[config.mk]
export PLATFORM = sky130hd
export DESIGN_NAME = adc_start_ctrl
export DESIGN_NICKNAME = d
export VERILOG_FILES = /design/src/verilog/adc_ctrl_pkg.sv /design/src/verilog/adc_irq_status.sv /design/src/verilog/adc_sequencer.sv /design/src/verilog/adc_start_ctrl.sv
export SDC_FILE = /design/constraint.sdc
export NUM_CORES = 1
export LEC_CHECK = 0
export BUFFER_PORTS_ARGS = -buffer_cell sky130_fd_sc_hd__buf_2
export CORE_ASPECT_RATIO = 1.75
export CORE_MARGIN = 4
export CORE_UTILIZATION = 44
export CTS_CLUSTER_DIAMETER = 40
export DETAILED_ROUTE_END_ITERATION = 6
export PLACE_DENSITY = 0.84
export SETUP_SLACK_MARGIN = 0.5
export SLEW_MARGIN = 20
export SYNTH_ARGS = -nofsm -noshare
export SYNTH_HDL_FRONTEND = slang
export SYNTH_HIERARCHICAL = 1
export SYNTH_SLANG_ARGS = --single-unit
[constraint.sdc]
create_clock -name pclk -period 1.9 [get_ports pclk]
set_input_delay 0.475 -clock pclk [delete_from_list [all_inputs] [get_ports pclk]]
set_output_delay 0.475 -clock pclk [all_outputs]
set_load 0.005 [all_outputs]
[src/verilog/adc_ctrl_pkg.sv]
// adc_ctrl_pkg: register map, field positions, reset values and sequencer
// states shared by the converter start and interrupt control block.
// assumes a 32-bit apb register bus with word-aligned byte addresses.
`default_nettype none

package adc_ctrl_pkg;

  // ----------------------------------------------------------------------
  // register byte offsets
  // ----------------------------------------------------------------------
  localparam logic [11:0] OFS_CTRL = 12'h000;
  localparam logic [11:0] OFS_CHSEL = 12'h004;
  localparam logic [11:0] OFS_STATUS = 12'h008;
  localparam logic [11:0] OFS_MASK = 12'h00c;

  // ----------------------------------------------------------------------
  // field positions
  // ----------------------------------------------------------------------
  localparam int CTRL_START_POS = 0;
  localparam int CTRL_SCAN_POS = 1;
  localparam int EV_EOC_POS = 0;
  localparam int EV_WRAP_POS = 1;
  localparam int EV_W = 2;
  localparam int STAT_BUSY_POS = 4;
  localparam int STAT_CHAN_POS = 8;

  // ----------------------------------------------------------------------
  // reset values
  // ----------------------------------------------------------------------
  localparam logic [31:0] CTRL_RST = 32'h0000_0000;
  localparam logic [31:0] CHSEL_RST = 32'h0000_0001;
  localparam logic [31:0] MASK_RST = 32'h0000_0000;
  localparam logic [31:0] STATUS_RST = 32'h0000_0000;

  // ----------------------------------------------------------------------
  // sequencer states
  // ----------------------------------------------------------------------
  typedef enum logic {SEQ_IDLE, SEQ_BUSY} seq_state_t;

endpackage
`default_nettype wire

[src/verilog/adc_irq_status.sv]
// adc_irq_status: sticky event flags, their mask and the level interrupt.
// assumes events and clears arrive as one-cycle pulses on pclk.
`timescale 1ns/1ps
`default_nettype none

module adc_irq_status #(
  parameter int W = 2
) (
  // clock and reset
  input wire logic pclk,
  input wire logic presetn,
  // events and clears
  input wire logic [W-1:0] ev,
  input wire logic [W-1:0] clr,
  // mask write
  input wire logic mask_wr,
  input wire logic [W-1:0] mask_wdata,
  // state
  output logic [W-1:0] status_r,
  output logic [W-1:0] mask_r,
  output logic irq_r
);

  logic [W-1:0] status_nxt;
  logic [W-1:0] mask_nxt;

  // set wins over a read clear in the same cycle so no event is lost
  always_comb begin
    status_nxt = (status_r & ~clr) | ev;
    mask_nxt = mask_wr ? mask_wdata : mask_r;
  end

  // flags and mask
  always_ff @(posedge pclk or negedge presetn) begin
    if (!presetn) begin
      status_r <= adc_ctrl_pkg::STATUS_RST[W-1:0];
      mask_r <= adc_ctrl_pkg::MASK_RST[W-1:0];
    end else begin
      status_r <= status_nxt;
      mask_r <= mask_nxt;
    end
  end

  // irq from next values keeps it aligned with the flag registers
  always_ff @(posedge pclk or negedge presetn) begin
    if (!presetn) begin
      irq_r <= 1'b0;
    end else begin
      irq_r <= |(status_nxt & mask_nxt);
    end
  end
endmodule
`default_nettype wire

[src/verilog/adc_sequencer.sv]
// adc_sequencer: starts conversions, steps through the selected channels.
// assumes conv_done is a one-cycle pulse from the converter on pclk.
`timescale 1ns/1ps
`default_nettype none

module adc_sequencer #(
  parameter int NCH = 4,
  parameter int CW = (NCH > 1) ? $clog2(NCH) : 1
) (
  // clock and reset
  input wire logic pclk,
  input wire logic presetn,
  // control
  input wire logic run,
  input wire logic scan,
  input wire logic [NCH-1:0] chan_mask,
  // converter
  input wire logic conv_done,
  output logic conv_start_r,
  output logic [CW-1:0] chan_r,
  // events
  output logic eoc_r,
  output logic wrap_r,
  output logic single_end_r,
  output logic busy_r
);

  adc_ctrl_pkg::seq_state_t state_r;
  logic [CW-1:0] nxt_ch;

  // lowest selected channel; channel 0 when nothing is selected
  function automatic logic [CW-1:0] first_ch(input logic [NCH-1:0] m);
    logic [CW-1:0] r;
    r = '0;
    for (int i = NCH - 1; i >= 0; i--) begin
      if (m[i]) r = CW'(i);
    end
    return r;
  endfunction

  // next selected channel after cur, cyclic
  function automatic logic [CW-1:0] next_ch(input logic [NCH-1:0] m,
                                            input logic [CW-1:0] cur);
    logic [CW-1:0] r;
    int idx;
    r = cur;
    idx = 0;
    for (int i = NCH - 1; i >= 1; i--) begin
      idx = (int'(cur) + i) % NCH;
      if (m[idx]) r = CW'(idx);
    end
    return r;
  endfunction

  always_comb begin
    nxt_ch = next_ch(chan_mask, chan_r);
  end

  // conversion control; single_end_r blocks a restart before run drops
  always_ff @(posedge pclk or negedge presetn) begin
    if (!presetn) begin
      state_r <= adc_ctrl_pkg::SEQ_IDLE;
      chan_r <= '0;
      conv_start_r <= 1'b0;
      eoc_r <= 1'b0;
      wrap_r <= 1'b0;
      single_end_r <= 1'b0;
      busy_r <= 1'b0;
    end else begin
      conv_start_r <= 1'b0;
      eoc_r <= 1'b0;
      wrap_r <= 1'b0;
      single_end_r <= 1'b0;
      unique case (state_r)
        adc_ctrl_pkg::SEQ_IDLE: begin
          if (run && !single_end_r) begin
            state_r <= adc_ctrl_pkg::SEQ_BUSY;
            busy_r <= 1'b1;
            chan_r <= first_ch(chan_mask);
            conv_start_r <= 1'b1;
          end
        end
        adc_ctrl_pkg::SEQ_BUSY: begin
          if (!run) begin
            // abandon the conversion in flight; its done pulse is ignored
            state_r <= adc_ctrl_pkg::SEQ_IDLE;
            busy_r <= 1'b0;
          end else if (conv_done) begin
            eoc_r <= 1'b1;
            if (scan) begin
              chan_r <= nxt_ch;
              conv_start_r <= 1'b1;
              wrap_r <= (nxt_ch <= chan_r);
            end else begin
              state_r <= adc_ctrl_pkg::SEQ_IDLE;
              busy_r <= 1'b0;
              single_end_r <= 1'b1;
            end
          end
        end
      endcase
    end
  end
endmodule
`default_nettype wire

[src/verilog/adc_start_ctrl.sv]
// adc_start_ctrl: apb register file for conversion start, mode, channel
// selection and end-of-conversion interrupt, around the sequencer.
// assumes standby_req and conv_done come from logic on pclk.
//
// How it works
// - start bit at 0 keeps the converter idle, no conversion.
// - single mode: start bit 1 runs one conversion, then self-clears.
// - scan mode: start bit 1 converts repeatedly, cycling selected channels.
// - scan stops only when start clears: software, reset or standby.
// - interrupt enable 0 suppresses the end request, 1 allows it.
`timescale 1ns/1ps
`default_nettype none

module adc_start_ctrl #(
  parameter int NCH = 4,
  parameter int CW = (NCH > 1) ? $clog2(NCH) : 1
) (
  // clock and reset
  input wire logic pclk,
  input wire logic presetn,
  // apb slave
  input wire logic psel,
  input wire logic penable,
  input wire logic pwrite,
  input wire logic [11:0] paddr,
  input wire logic [31:0] pwdata,
  output logic [31:0] prdata_r,
  output logic pready_r,
  output logic pslverr_r,
  // power control
  input wire logic standby_req,
  // converter
  input wire logic conv_done,
  output logic conv_start_r,
  output logic [CW-1:0] conv_chan_r,
  // interrupt
  output logic irq_r
);

  // ----------------------------------------------------------------------
  // declarations
  // ----------------------------------------------------------------------
  logic start_r;
  logic scan_r;
  logic [NCH-1:0] chsel_r;
  logic setup_acc;
  logic done_acc;
  logic ctrl_wr;
  logic chsel_wr;
  logic mask_wr;
  logic stat_rd;
  logic addr_ok;
  logic [31:0] rd_mux;
  logic [adc_ctrl_pkg::EV_W-1:0] ev;
  logic [adc_ctrl_pkg::EV_W-1:0] clr;
  logic [adc_ctrl_pkg::EV_W-1:0] status_r;
  logic [adc_ctrl_pkg::EV_W-1:0] mask_r;
  logic eoc;
  logic wrap;
  logic single_end;
  logic busy;

  // ----------------------------------------------------------------------
  // apb decode
  // ----------------------------------------------------------------------

  // one wait state: pready rises in the second access cycle
  always_comb begin
    setup_acc = psel && penable && !pready_r;
    done_acc = psel && penable && pready_r;
    ctrl_wr = done_acc && pwrite && (paddr == adc_ctrl_pkg::OFS_CTRL);
    chsel_wr = done_acc && pwrite && (paddr == adc_ctrl_pkg::OFS_CHSEL);
    mask_wr = done_acc && pwrite && (paddr == adc_ctrl_pkg::OFS_MASK);
    stat_rd = done_acc && !pwrite && (paddr == adc_ctrl_pkg::OFS_STATUS);
    addr_ok = (paddr == adc_ctrl_pkg::OFS_CTRL) ||
              (paddr == adc_ctrl_pkg::OFS_CHSEL) ||
              (paddr == adc_ctrl_pkg::OFS_STATUS) ||
              (paddr == adc_ctrl_pkg::OFS_MASK);
  end

  // read mux; unused bits read zero, unmapped reads zero
  always_comb begin
    rd_mux = 32'h0000_0000;
    unique case (paddr)
      adc_ctrl_pkg::OFS_CTRL: begin
        rd_mux[adc_ctrl_pkg::CTRL_START_POS] = start_r;
        rd_mux[adc_ctrl_pkg::CTRL_SCAN_POS] = scan_r;
      end
      adc_ctrl_pkg::OFS_CHSEL: begin
        rd_mux[NCH-1:0] = chsel_r;
      end
      adc_ctrl_pkg::OFS_STATUS: begin
        rd_mux[adc_ctrl_pkg::EV_W-1:0] = status_r;
        rd_mux[adc_ctrl_pkg::STAT_BUSY_POS] = busy;
        rd_mux[adc_ctrl_pkg::STAT_CHAN_POS +: CW] = conv_chan_r;
      end
      adc_ctrl_pkg::OFS_MASK: begin
        rd_mux[adc_ctrl_pkg::EV_W-1:0] = mask_r;
      end
      default: begin
        rd_mux = 32'h0000_0000;
      end
    endcase
  end

  // response flops
  always_ff @(posedge pclk or negedge presetn) begin
    if (!presetn) begin
      pready_r <= 1'b0;
      prdata_r <= 32'h0000_0000;
      pslverr_r <= 1'b0;
    end else begin
      pready_r <= setup_acc;
      if (setup_acc) begin
        prdata_r <= pwrite ? 32'h0000_0000 : rd_mux;
        pslverr_r <= !addr_ok;
      end else begin
        pslverr_r <= 1'b0;
      end
    end
  end

  // ----------------------------------------------------------------------
  // control registers
  // ----------------------------------------------------------------------

  // standby beats a software write; a write beats the self-clear so a
  // restart issued as the last conversion ends is kept
  always_ff @(posedge pclk or negedge presetn) begin
    if (!presetn) begin
      start_r <= adc_ctrl_pkg::CTRL_RST[adc_ctrl_pkg::CTRL_START_POS];
    end else if (standby_req) begin
      start_r <= 1'b0;
    end else if (ctrl_wr) begin
      start_r <= pwdata[adc_ctrl_pkg::CTRL_START_POS];
    end else if (single_end) begin
      start_r <= 1'b0;
    end
  end

  // mode bit
  always_ff @(posedge pclk or negedge presetn) begin
    if (!presetn) begin
      scan_r <= adc_ctrl_pkg::CTRL_RST[adc_ctrl_pkg::CTRL_SCAN_POS];
    end else if (ctrl_wr) begin
      scan_r <= pwdata[adc_ctrl_pkg::CTRL_SCAN_POS];
    end
  end

  // channel selection; takes effect at the next channel step
  always_ff @(posedge pclk or negedge presetn) begin
    if (!presetn) begin
      chsel_r <= adc_ctrl_pkg::CHSEL_RST[NCH-1:0];
    end else if (chsel_wr) begin
      chsel_r <= pwdata[NCH-1:0];
    end
  end

  // ----------------------------------------------------------------------
  // sequencer
  // ----------------------------------------------------------------------
  adc_sequencer #(
    .NCH(NCH),
    .CW(CW)
  ) adc_sequencer_inst (
    .pclk(pclk),
    .presetn(presetn),
    .run(start_r),
    .scan(scan_r),
    .chan_mask(chsel_r),
    .conv_done(conv_done),
    .conv_start_r(conv_start_r),
    .chan_r(conv_chan_r),
    .eoc_r(eoc),
    .wrap_r(wrap),
    .single_end_r(single_end),
    .busy_r(busy)
  );

  // ----------------------------------------------------------------------
  // interrupt flags
  // ----------------------------------------------------------------------

  // clear only the bits the read returned; later events survive
  always_comb begin
    ev = '0;
    ev[adc_ctrl_pkg::EV_EOC_POS] = eoc;
    ev[adc_ctrl_pkg::EV_WRAP_POS] = wrap;
    clr = stat_rd ? prdata_r[adc_ctrl_pkg::EV_W-1:0] : '0;
  end

  adc_irq_status #(
    .W(adc_ctrl_pkg::EV_W)
  ) adc_irq_status_inst (
    .pclk(pclk),
    .presetn(presetn),
    .ev(ev),
    .clr(clr),
    .mask_wr(mask_wr),
    .mask_wdata(pwdata[adc_ctrl_pkg::EV_W-1:0]),
    .status_r(status_r),
    .mask_r(mask_r),
    .irq_r(irq_r)
  );
endmodule
`default_nettype wire

[Word level (Yosys, flattened, before mapping)]
Cells that the tools add are included.
Storage, ports and cells
  bits in registers: 53
  input port bits: 51
  logic and storage cells: 121
Operators by class
  add/sub/neg operators: 3
  magnitude comparators: 4
  equal/unequal tests: 9
  mux-type cells: 56
  bitwise logic cells: 8
  reductions and logical operators: 25
Operators with widths (count)
  $mux W1: 32
  $mux W2: 15
  $eq A12 B4 Y1 const B: 2
  $eq A12 B3 Y1 const B: 1
  $logic_not A12 Y1: 1
  $lt A3 B4 Y1 const B: 3
  $logic_and A1 B1 Y1: 10
  $mux W10: 1
  $pmux W2 S4: 1
  $reduce_or A2 Y1: 4
  $bmux W1 S2: 3
  $ne A2 B2 Y1 const B: 3
  $ne A3 B3 Y1 const B: 2
  $pmux W1 S2: 3
  $add A2 B2 Y2 const B: 2
  $and A2 B2 Y2: 2
  $logic_not A1 Y1: 4
  $pmux W2 S2: 1
  $reduce_and A4 Y1: 1
  $and A1 B1 Y1 const A: 3
  $logic_or A1 B1 Y1: 3
  $reduce_and A3 Y1: 1
  $reduce_bool A3 Y1: 1
  $add A2 B1 Y2 const B: 1
  other kinds (5): 5

[Logic depth before layout (Yosys ltp)]
Gate-level depths: netlist (run 1).
  depth after elaboration: 14
  gate-level depth with buffers: 8
  depth with buffers taken out: 8

[By module]
Netlist (run 1), hierarchy kept.
Modules (own cells, without submodules)
  adc_start_ctrl: instances 1, cells each 100, area each 982.2 µm², seq. area each 376.6 µm²
  adc_sequencer: instances 1, cells each 48, area each 473.0 µm², seq. area each 200.2 µm²
  adc_irq_status: instances 1, cells each 12, area each 186.4 µm², seq. area each 125.1 µm²

[Worst setup path before layout (run 1)]
Ideal clock, no wire load.
  path kind: input to register
  start point: input port paddr[7]
  end point: register adc_irq_status_inst.irq_r
  library setup time: 0.121 ns
  arrival time: 1.950 ns
  data required time: 1.779 ns
  setup slack: -0.171 ns
  stages on the path: 5
  buffers on the path: 0
  path through: nor4_1 > nand3_1 > nor3_1 > mux2_4 > a22o_1
RTL lines
  start, declared: line adc_start_ctrl.sv:25  | input wire logic [11:0] paddr,
  $eq A12 B4 Y1: line adc_start_ctrl.sv:73  | mask_wr = done_acc && pwrite && (paddr == adc_ctrl_pkg::OFS_MASK);
  $logic_and A1 B1 Y1: line adc_start_ctrl.sv:73
  named net mask_wr: line adc_start_ctrl.sv:50  | logic mask_wr;
  $mux W2: line adc_irq_status.sv:30  | mask_nxt = mask_wr ? mask_wdata : mask_r;
  named net adc_irq_status_inst.mask_nxt[1]: line adc_irq_status.sv:25  | logic [W-1:0] mask_nxt;
  $and A2 B2 Y2: line adc_irq_status.sv:49  | irq_r <= |(status_nxt & mask_nxt);
  $reduce_or A2 Y1: line adc_irq_status.sv:49
  end signal, assigned: line adc_irq_status.sv:49
  end, declared: line adc_irq_status.sv:21  | output logic irq_r
The timed path passes the listed nets, and every way through them passes these cells.
A chain may end at the register's enable or synchronous reset.

[Worst setup path after layout (run 1)]
  start point: input port paddr[6]
  end point: register adc_irq_status_inst.irq_r
The elaborated chain is that of the path after synthesis.

==> flow_summary.toml, run 1 <==
[timing]
worst_slew_pin_slew_ps = 618
hold_violations = 0
post-route-min-period_ps = 1770
maxSlewViolCount = 0
finalSetupViolCount = 0
relSlewSlack_pct = 58.8
final.setup_skew_ps = 10.9
worst_slack_ps = 126
rsz0062_at_grt = "true"
period_share_pct = 93.4
fmax_mhz = 564

[worst_setup_path]
r2r-start = "pready_r$_DFF_PN0_"
r2r_slack_ps = 300
r2r_end = "chsel_r[2]$_DFFE_PN0P_"
worst_setup_path_start_kind = "primary input"
critPathArrivalTime_ps = 1930
required_ps = 2060
worstSetupPathType = "primary input to register"
reg2reg_depth = 5
critPathCaptureType = "register"
crit_fanout = 3

[synth]
ys_warn_count = 6
synth-edff-count = 0
synthMuxAreaShare_pct = 10.7
synthTopCellsByCount = "dfrtp_1, buf_4, nand2_1, inv_1, o21ai_0"
synth_compound_area_share_pct = 11.1
synth_top_family_by_area = "simple AND/OR/NAND/NOR gates"
synth.largest_area_cell = "dfrtp_1"
synth_cells = 160
yosys-top-cells-area = "dfrtp_1, buf_4, o21ai_0"
async_reset_ff_share_pct = 100
synth_seq_cells = 28
synthSimpleGateAreaFrac_pct = 19.2
syn-cell-area_um2 = 1640
synthAdderAreaFrac_pct = 1.52
synth_most_common_cell = "dfrtp_1"
ys_seq_area_share_pct = 42.8
synth_ff_type = "dfrtp_1"
synth_cell_types = 46
synth_top_area_share_pct = 41.2
syn_avg_cell_area_um2 = 10.3
synth-xor-area-share_pct = 0

[floorplanning]
die_w_um = 54.2
rows = 29
core_area_um2 = 3630
io_pins = 89
die_h_um = 88.8
start_util_pct = 45.2
die_area_um2 = 4810

[placed_design]
dp_slack_ps = -179
gp_congestion = 0.779
dpl.hpwl_um = 2790
place_inst = 249
portBuffers = 35

[drt]
highest_layer = "met4"
antenna_left = 0
route.vias.total = 1330
wl_met2_um = 2130
viasPerCell = 5.12
dr.pass1.iters = 4
drt_iter0_drc = 17
wire_per_inst_um = 14.3
drc = 0
drt-total-wl_um = 3720
met1_length_um = 1250
met3_length_um = 190

[global_routing]
grt_start_max_net_pins = 29
overflow = 0
track_usage_pct = 16.5
antenna_found_initial = 0
grt_pass1_vias = 1306
grt_pass1_wl_um = 5850

[clock_network]
clockBufferDepth = 2
cts_sinks = 28
clock_latency_ps = 270
clockRootBuffer = "clkbuf_8"
clk_pin_slew_worst_paths_ps = 100
cts_buffers = 3
postCtsHoldBufs = 0
cts_tree = "built"
cts_max_level = 1

[finish]
nFillCells = 295
area_delta_synth_final_pct = 31.5
antenna_cells = 0
finalNonFillerCells = 260
layout.nets = 268
drive_gt1_share_pct = 43.9
final_util_pct = 59.5

[pwr]
ir_worst_vdd_mv = 0.391
p_leak_nw = 1.05
p_per_area_nw_per_um2 = 482

[hold_path]
hold_path_class = "primary input to asynchronous set/reset pin"

[run]
cap_violations = 0

[run_status]
status = "finished, final reports clean"
==> cell families after synthesis <==
group | count (synthesis)
mux | 13
compound gates | 27
other cells | 1
buf+inv | 38
fa+ha+maj | 2
simple gates | 51
flops | 28
==> placed cells by master (no fill, tap or decap), drive strengths merged, types with 3 or more instances in the layout <==
master   n
a21oi    4
buf     53
clkbuf   4
conb    25
dfrtp   27
inv     11
mux2     8
mux2i    3
nand2   12
nand2b   5
nand3    5
nor2     4
nor2b    4
nor4     6
o21ai   10
or4      3
==> worst max-delay path, stage by stage <==
cell and delay, ps:
buf_8 100, nor4_4 330, buf_4 170, nand3_2 90
nor3_4 200, mux2_4 330, a22o_1 230
==> final cells by class <==
type	count	area, µm²	share of cell area, %
well taps	46	57.6	2.67
flip-flops and latches	28	704	32.6
multi-input cells	118	945	43.8
repair buffers	53	365	16.9
clock buffers	4	45.0	2.09
inverters	11	41.3	1.91
==> flip-flops by register name, indices dropped and copies added, names as in the netlist, 2 cells and up <==
register	cells
adc_irq_status_inst/status_r	2
adc_sequencer_inst/chan_r	2
adc_irq_status_inst/mask_r	2
chsel_r	4
prdata_r	7
==> power breakdown <==
part | total [mW] | switching [mW] | internal, mW | leakage (nW)
clock | 0.324 | 0.173 | 0.150 | 0.0228
combinational | 0.118 | 0.0674 | 0.0501 | 0.658
sequential | 0.599 | 0.00160 | 0.598 | 0.370
==> metrics by stage <==
step	hold WS [ps]	area, µm²	power (mW)	setup TNS, ps
floorplan	179	1770	0.686	0
global placement	456	1890	0.706	-863
detailed placement	463	1890	0.709	-1050
CTS	222	2050	1.04	0
global route	261	2160	1.08	0
finish	201	2160	1.04	0
==> what timing repair did <==
| action | CTS | global route |
|---|---|---|
| resized for setup | 16 | 22 |
| pin swaps | 8 | 17 |
| setup endpoints to repair | 12 | 19 |
| buffers inserted | 5 | 2 |
==> worst max-delay path by stage <==
stage	startpoint	endpoint	cells past startpoint
6_report	paddr[6]	adc_irq_status_inst/irq_r$_DFF_PN0_	7
4_1_cts	paddr[4]	chsel_r[1]$_DFFE_PN0P_	5
5_1_grt	paddr[6]	adc_irq_status_inst/irq_r$_DFF_PN0_	7
3_3_place_gp	paddr[7]	chsel_r[3]$_DFFE_PN0P_	5
2_1_floorplan	paddr[7]	chsel_r[2]$_DFFE_PN0P_	3
3_5_place_dp	paddr[1]	scan_r$_DFFE_PN0P_	4
==> per-layer routing <==
| metal | up-vias | GRT usage [%] |
|---|---|---|
| li1 | 621 | - |
| met1 | 648 | 17.2 |
| met2 | 49 | 31.3 |
| met3 | 12 | 0.843 |
| met4 | 0 | 8.16 |
| met5 | - | 0 |
No activity file was read; power rests on OpenSTA's default activity.
==> run 2: changes to the inputs <==
--- a/config.mk
+++ b/config.mk
@@ -12,7 +12,6 @@
 export CTS_CLUSTER_DIAMETER = 40
 export DETAILED_ROUTE_END_ITERATION = 6
 export PLACE_DENSITY = 0.84
-export SETUP_SLACK_MARGIN = 0.5
 export SLEW_MARGIN = 20
 export SYNTH_ARGS = -nofsm -noshare
 export SYNTH_HDL_FRONTEND = slang
==> flow_summary.toml, run 2 (same netlist as run 1, synthesis figures left out) <==
[worst_setup_path]
worstSetupPathType = "primary input to register"
critPathCaptureType = "register"
r2r_slack_ps = 180
cp_num_buf_inv = 1
path_cells = "buf_2, nor4_4, nand3_1, nor3_2, mux2_4, a22o_1"
critical-path-top-delay-family = "simple AND/OR/NAND/NOR gates"
crit_fanout = 3
worst_setup_path_start_kind = "primary input"
slowest_delay_ps = 340
critPathArrivalTime_ps = 1940
required_ps = 2070
cp_slowest_cell = "mux2_4"

[drt]
antenna_left = 0
dr.pass1.iters = 4
drc = 0
viasPerCell = 5.06
route.vias.total = 1274
drt-total-wl_um = 3200
drt_iter0_drc = 20
wire_per_inst_um = 12.7

[clock_network]
postCtsHoldBufs = 0
cts_tree = "built"
post_cts_buffers = 0
clk_pin_slew_worst_paths_ps = 90
clock_latency_ps = 280
cts_resized = 0
cts_buffers = 3
cts_sinks = 28
cts_max_level = 1
clockRootBuffer = "clkbuf_8"
clockBufferDepth = 2

[finish]
reg_top3 = "prdata_r x7, chsel_r x4"
finalNonFillerCells = 252
antenna_cells = 0
layout.nets = 260
drive_gt1_share_pct = 34.5
area_delta_synth_final_pct = 19.4
final_cell_mix = "buf_2, dfrtp_1, conb_1"
mostFrequentLayoutCell = "buf_2"
largest_reg_flops = 7
nFillCells = 344
top_register = "prdata_r"

[timing]
relSlewSlack_pct = 59.3
hold_violations = 0
finalSetupViolCount = 0
rsz0062_at_grt = "false"
maxSlewViolCount = 0
final.setup_skew_ps = 3.53
worst_slack_ps = 127
period_share_pct = 93.3
post-route-min-period_ps = 1770
fmax_mhz = 564
worst_slew_pin_slew_ps = 611

[pwr]
ir_worst_vdd_mv = 0.355
p_leak_nw = 0.965
p_per_area_nw_per_um2 = 596

[run_status]
status = "finished, final reports clean"

[global_routing]
grt_pass1_vias = 1218
track_usage_pct = 15.2
grt_pass1_wl_um = 5360
grt_start_max_net_pins = 29
antenna_found_initial = 0
overflow = 0

[placed_design]
dpl.hpwl_um = 2590
portBuffers = 35
gp_congestion = 0.790
place_inst = 248
dp_slack_ps = -252

[floorplanning]
core_area_um2 = 3630
die_w_um = 54.2
io_pins = 89
rows = 29
start_util_pct = 45.2
die_area_um2 = 4810
die_h_um = 88.8

[run]
cap_violations = 0

[hold_path]
hold_path_class = "primary input to asynchronous set/reset pin"
==> run 2: changes by cell type in the layout (fill, tap and decap cells not counted), sizes merged <==
cell	change
bufinv	+1
buf	-8
clkbuf	-1
==> run 2: worst reg2reg max path: cells and delay by family (launching register included) <==
kind            cells  cell delay, ps
compound gates      4             470
fa+ha+maj           1             310
flops               1             610
simple gates        2             230
==> run 2: path summary, 6_finish.rpt <==
| kind | endpoint | start | depth (start not counted) |
|---|---|---|---|
| max in group asynchronous | adc_sequencer_inst/wrap_r$_DFF_PN0_ | presetn | 1 |
| min in group pclk | chsel_r[3]$_DFFE_PN0P_ | pwdata[3] | 2 |
| min reg2reg | adc_irq_status_inst/status_r[0]$_DFF_PN0_ | adc_sequencer_inst/eoc_r$_DFF_PN0_ | 1 |
| max reg2reg | adc_sequencer_inst/wrap_r$_DFF_PN0_ | chsel_r[0]$_DFFE_PN1P_ | 7 |
| min | pslverr_r$_DFF_PN0_ | presetn | 1 |
| max | adc_irq_status_inst/irq_r$_DFF_PN0_ | paddr[7] | 6 |
==> run 2: layout make-up <==
type | count | area [µm²] | area share, %
clock inverter | 1 | 30.0 | 1.53
tap | 46 | 57.6 | 2.94
inverter | 11 | 41.3 | 2.11
clock buffer | 3 | 41.3 | 2.11
multi-input combinational | 118 | 837 | 42.7
sequential | 28 | 702 | 35.8
timing repair buffer | 45 | 250 | 12.8
==> run 2: stage by stage <==
step	hold slack (ps)	total power, mW	util [%]	instance area (µm²)	TNS (ps)
4_1_cts	211	1.17	53.3	1940	0
3_3_place_gp	456	0.701	51.4	1860	-887
6_report	197	1.17	54.0	1960	0
5_1_grt	248	1.20	54.0	1960	0
3_5_place_dp	452	0.703	51.4	1860	-955
2_1_floorplan	179	0.685	-	1750	0
==> run 2: per-layer routing <==
metal / routed length [µm] / share of wire [%] / global-route usage, % / vias to the layer above
met2: 1780 / 56 / 26.6 / 52
li1: - / - / - / 609
met5: 0 / 0 / 0 / -
met4: 79 / 2.5 / 6.80 / 0
met1: 1110 / 35 / 17.0 / 606
met3: 233 / 7.3 / 3.04 / 7
==> run 2: report_power, final <==
part           switching [mW]  internal [mW]  total [mW]
clock network           0.190          0.282       0.473
logic                  0.0602         0.0367      0.0969
registers             0.00130          0.598       0.599
total                   0.252          0.917        1.17
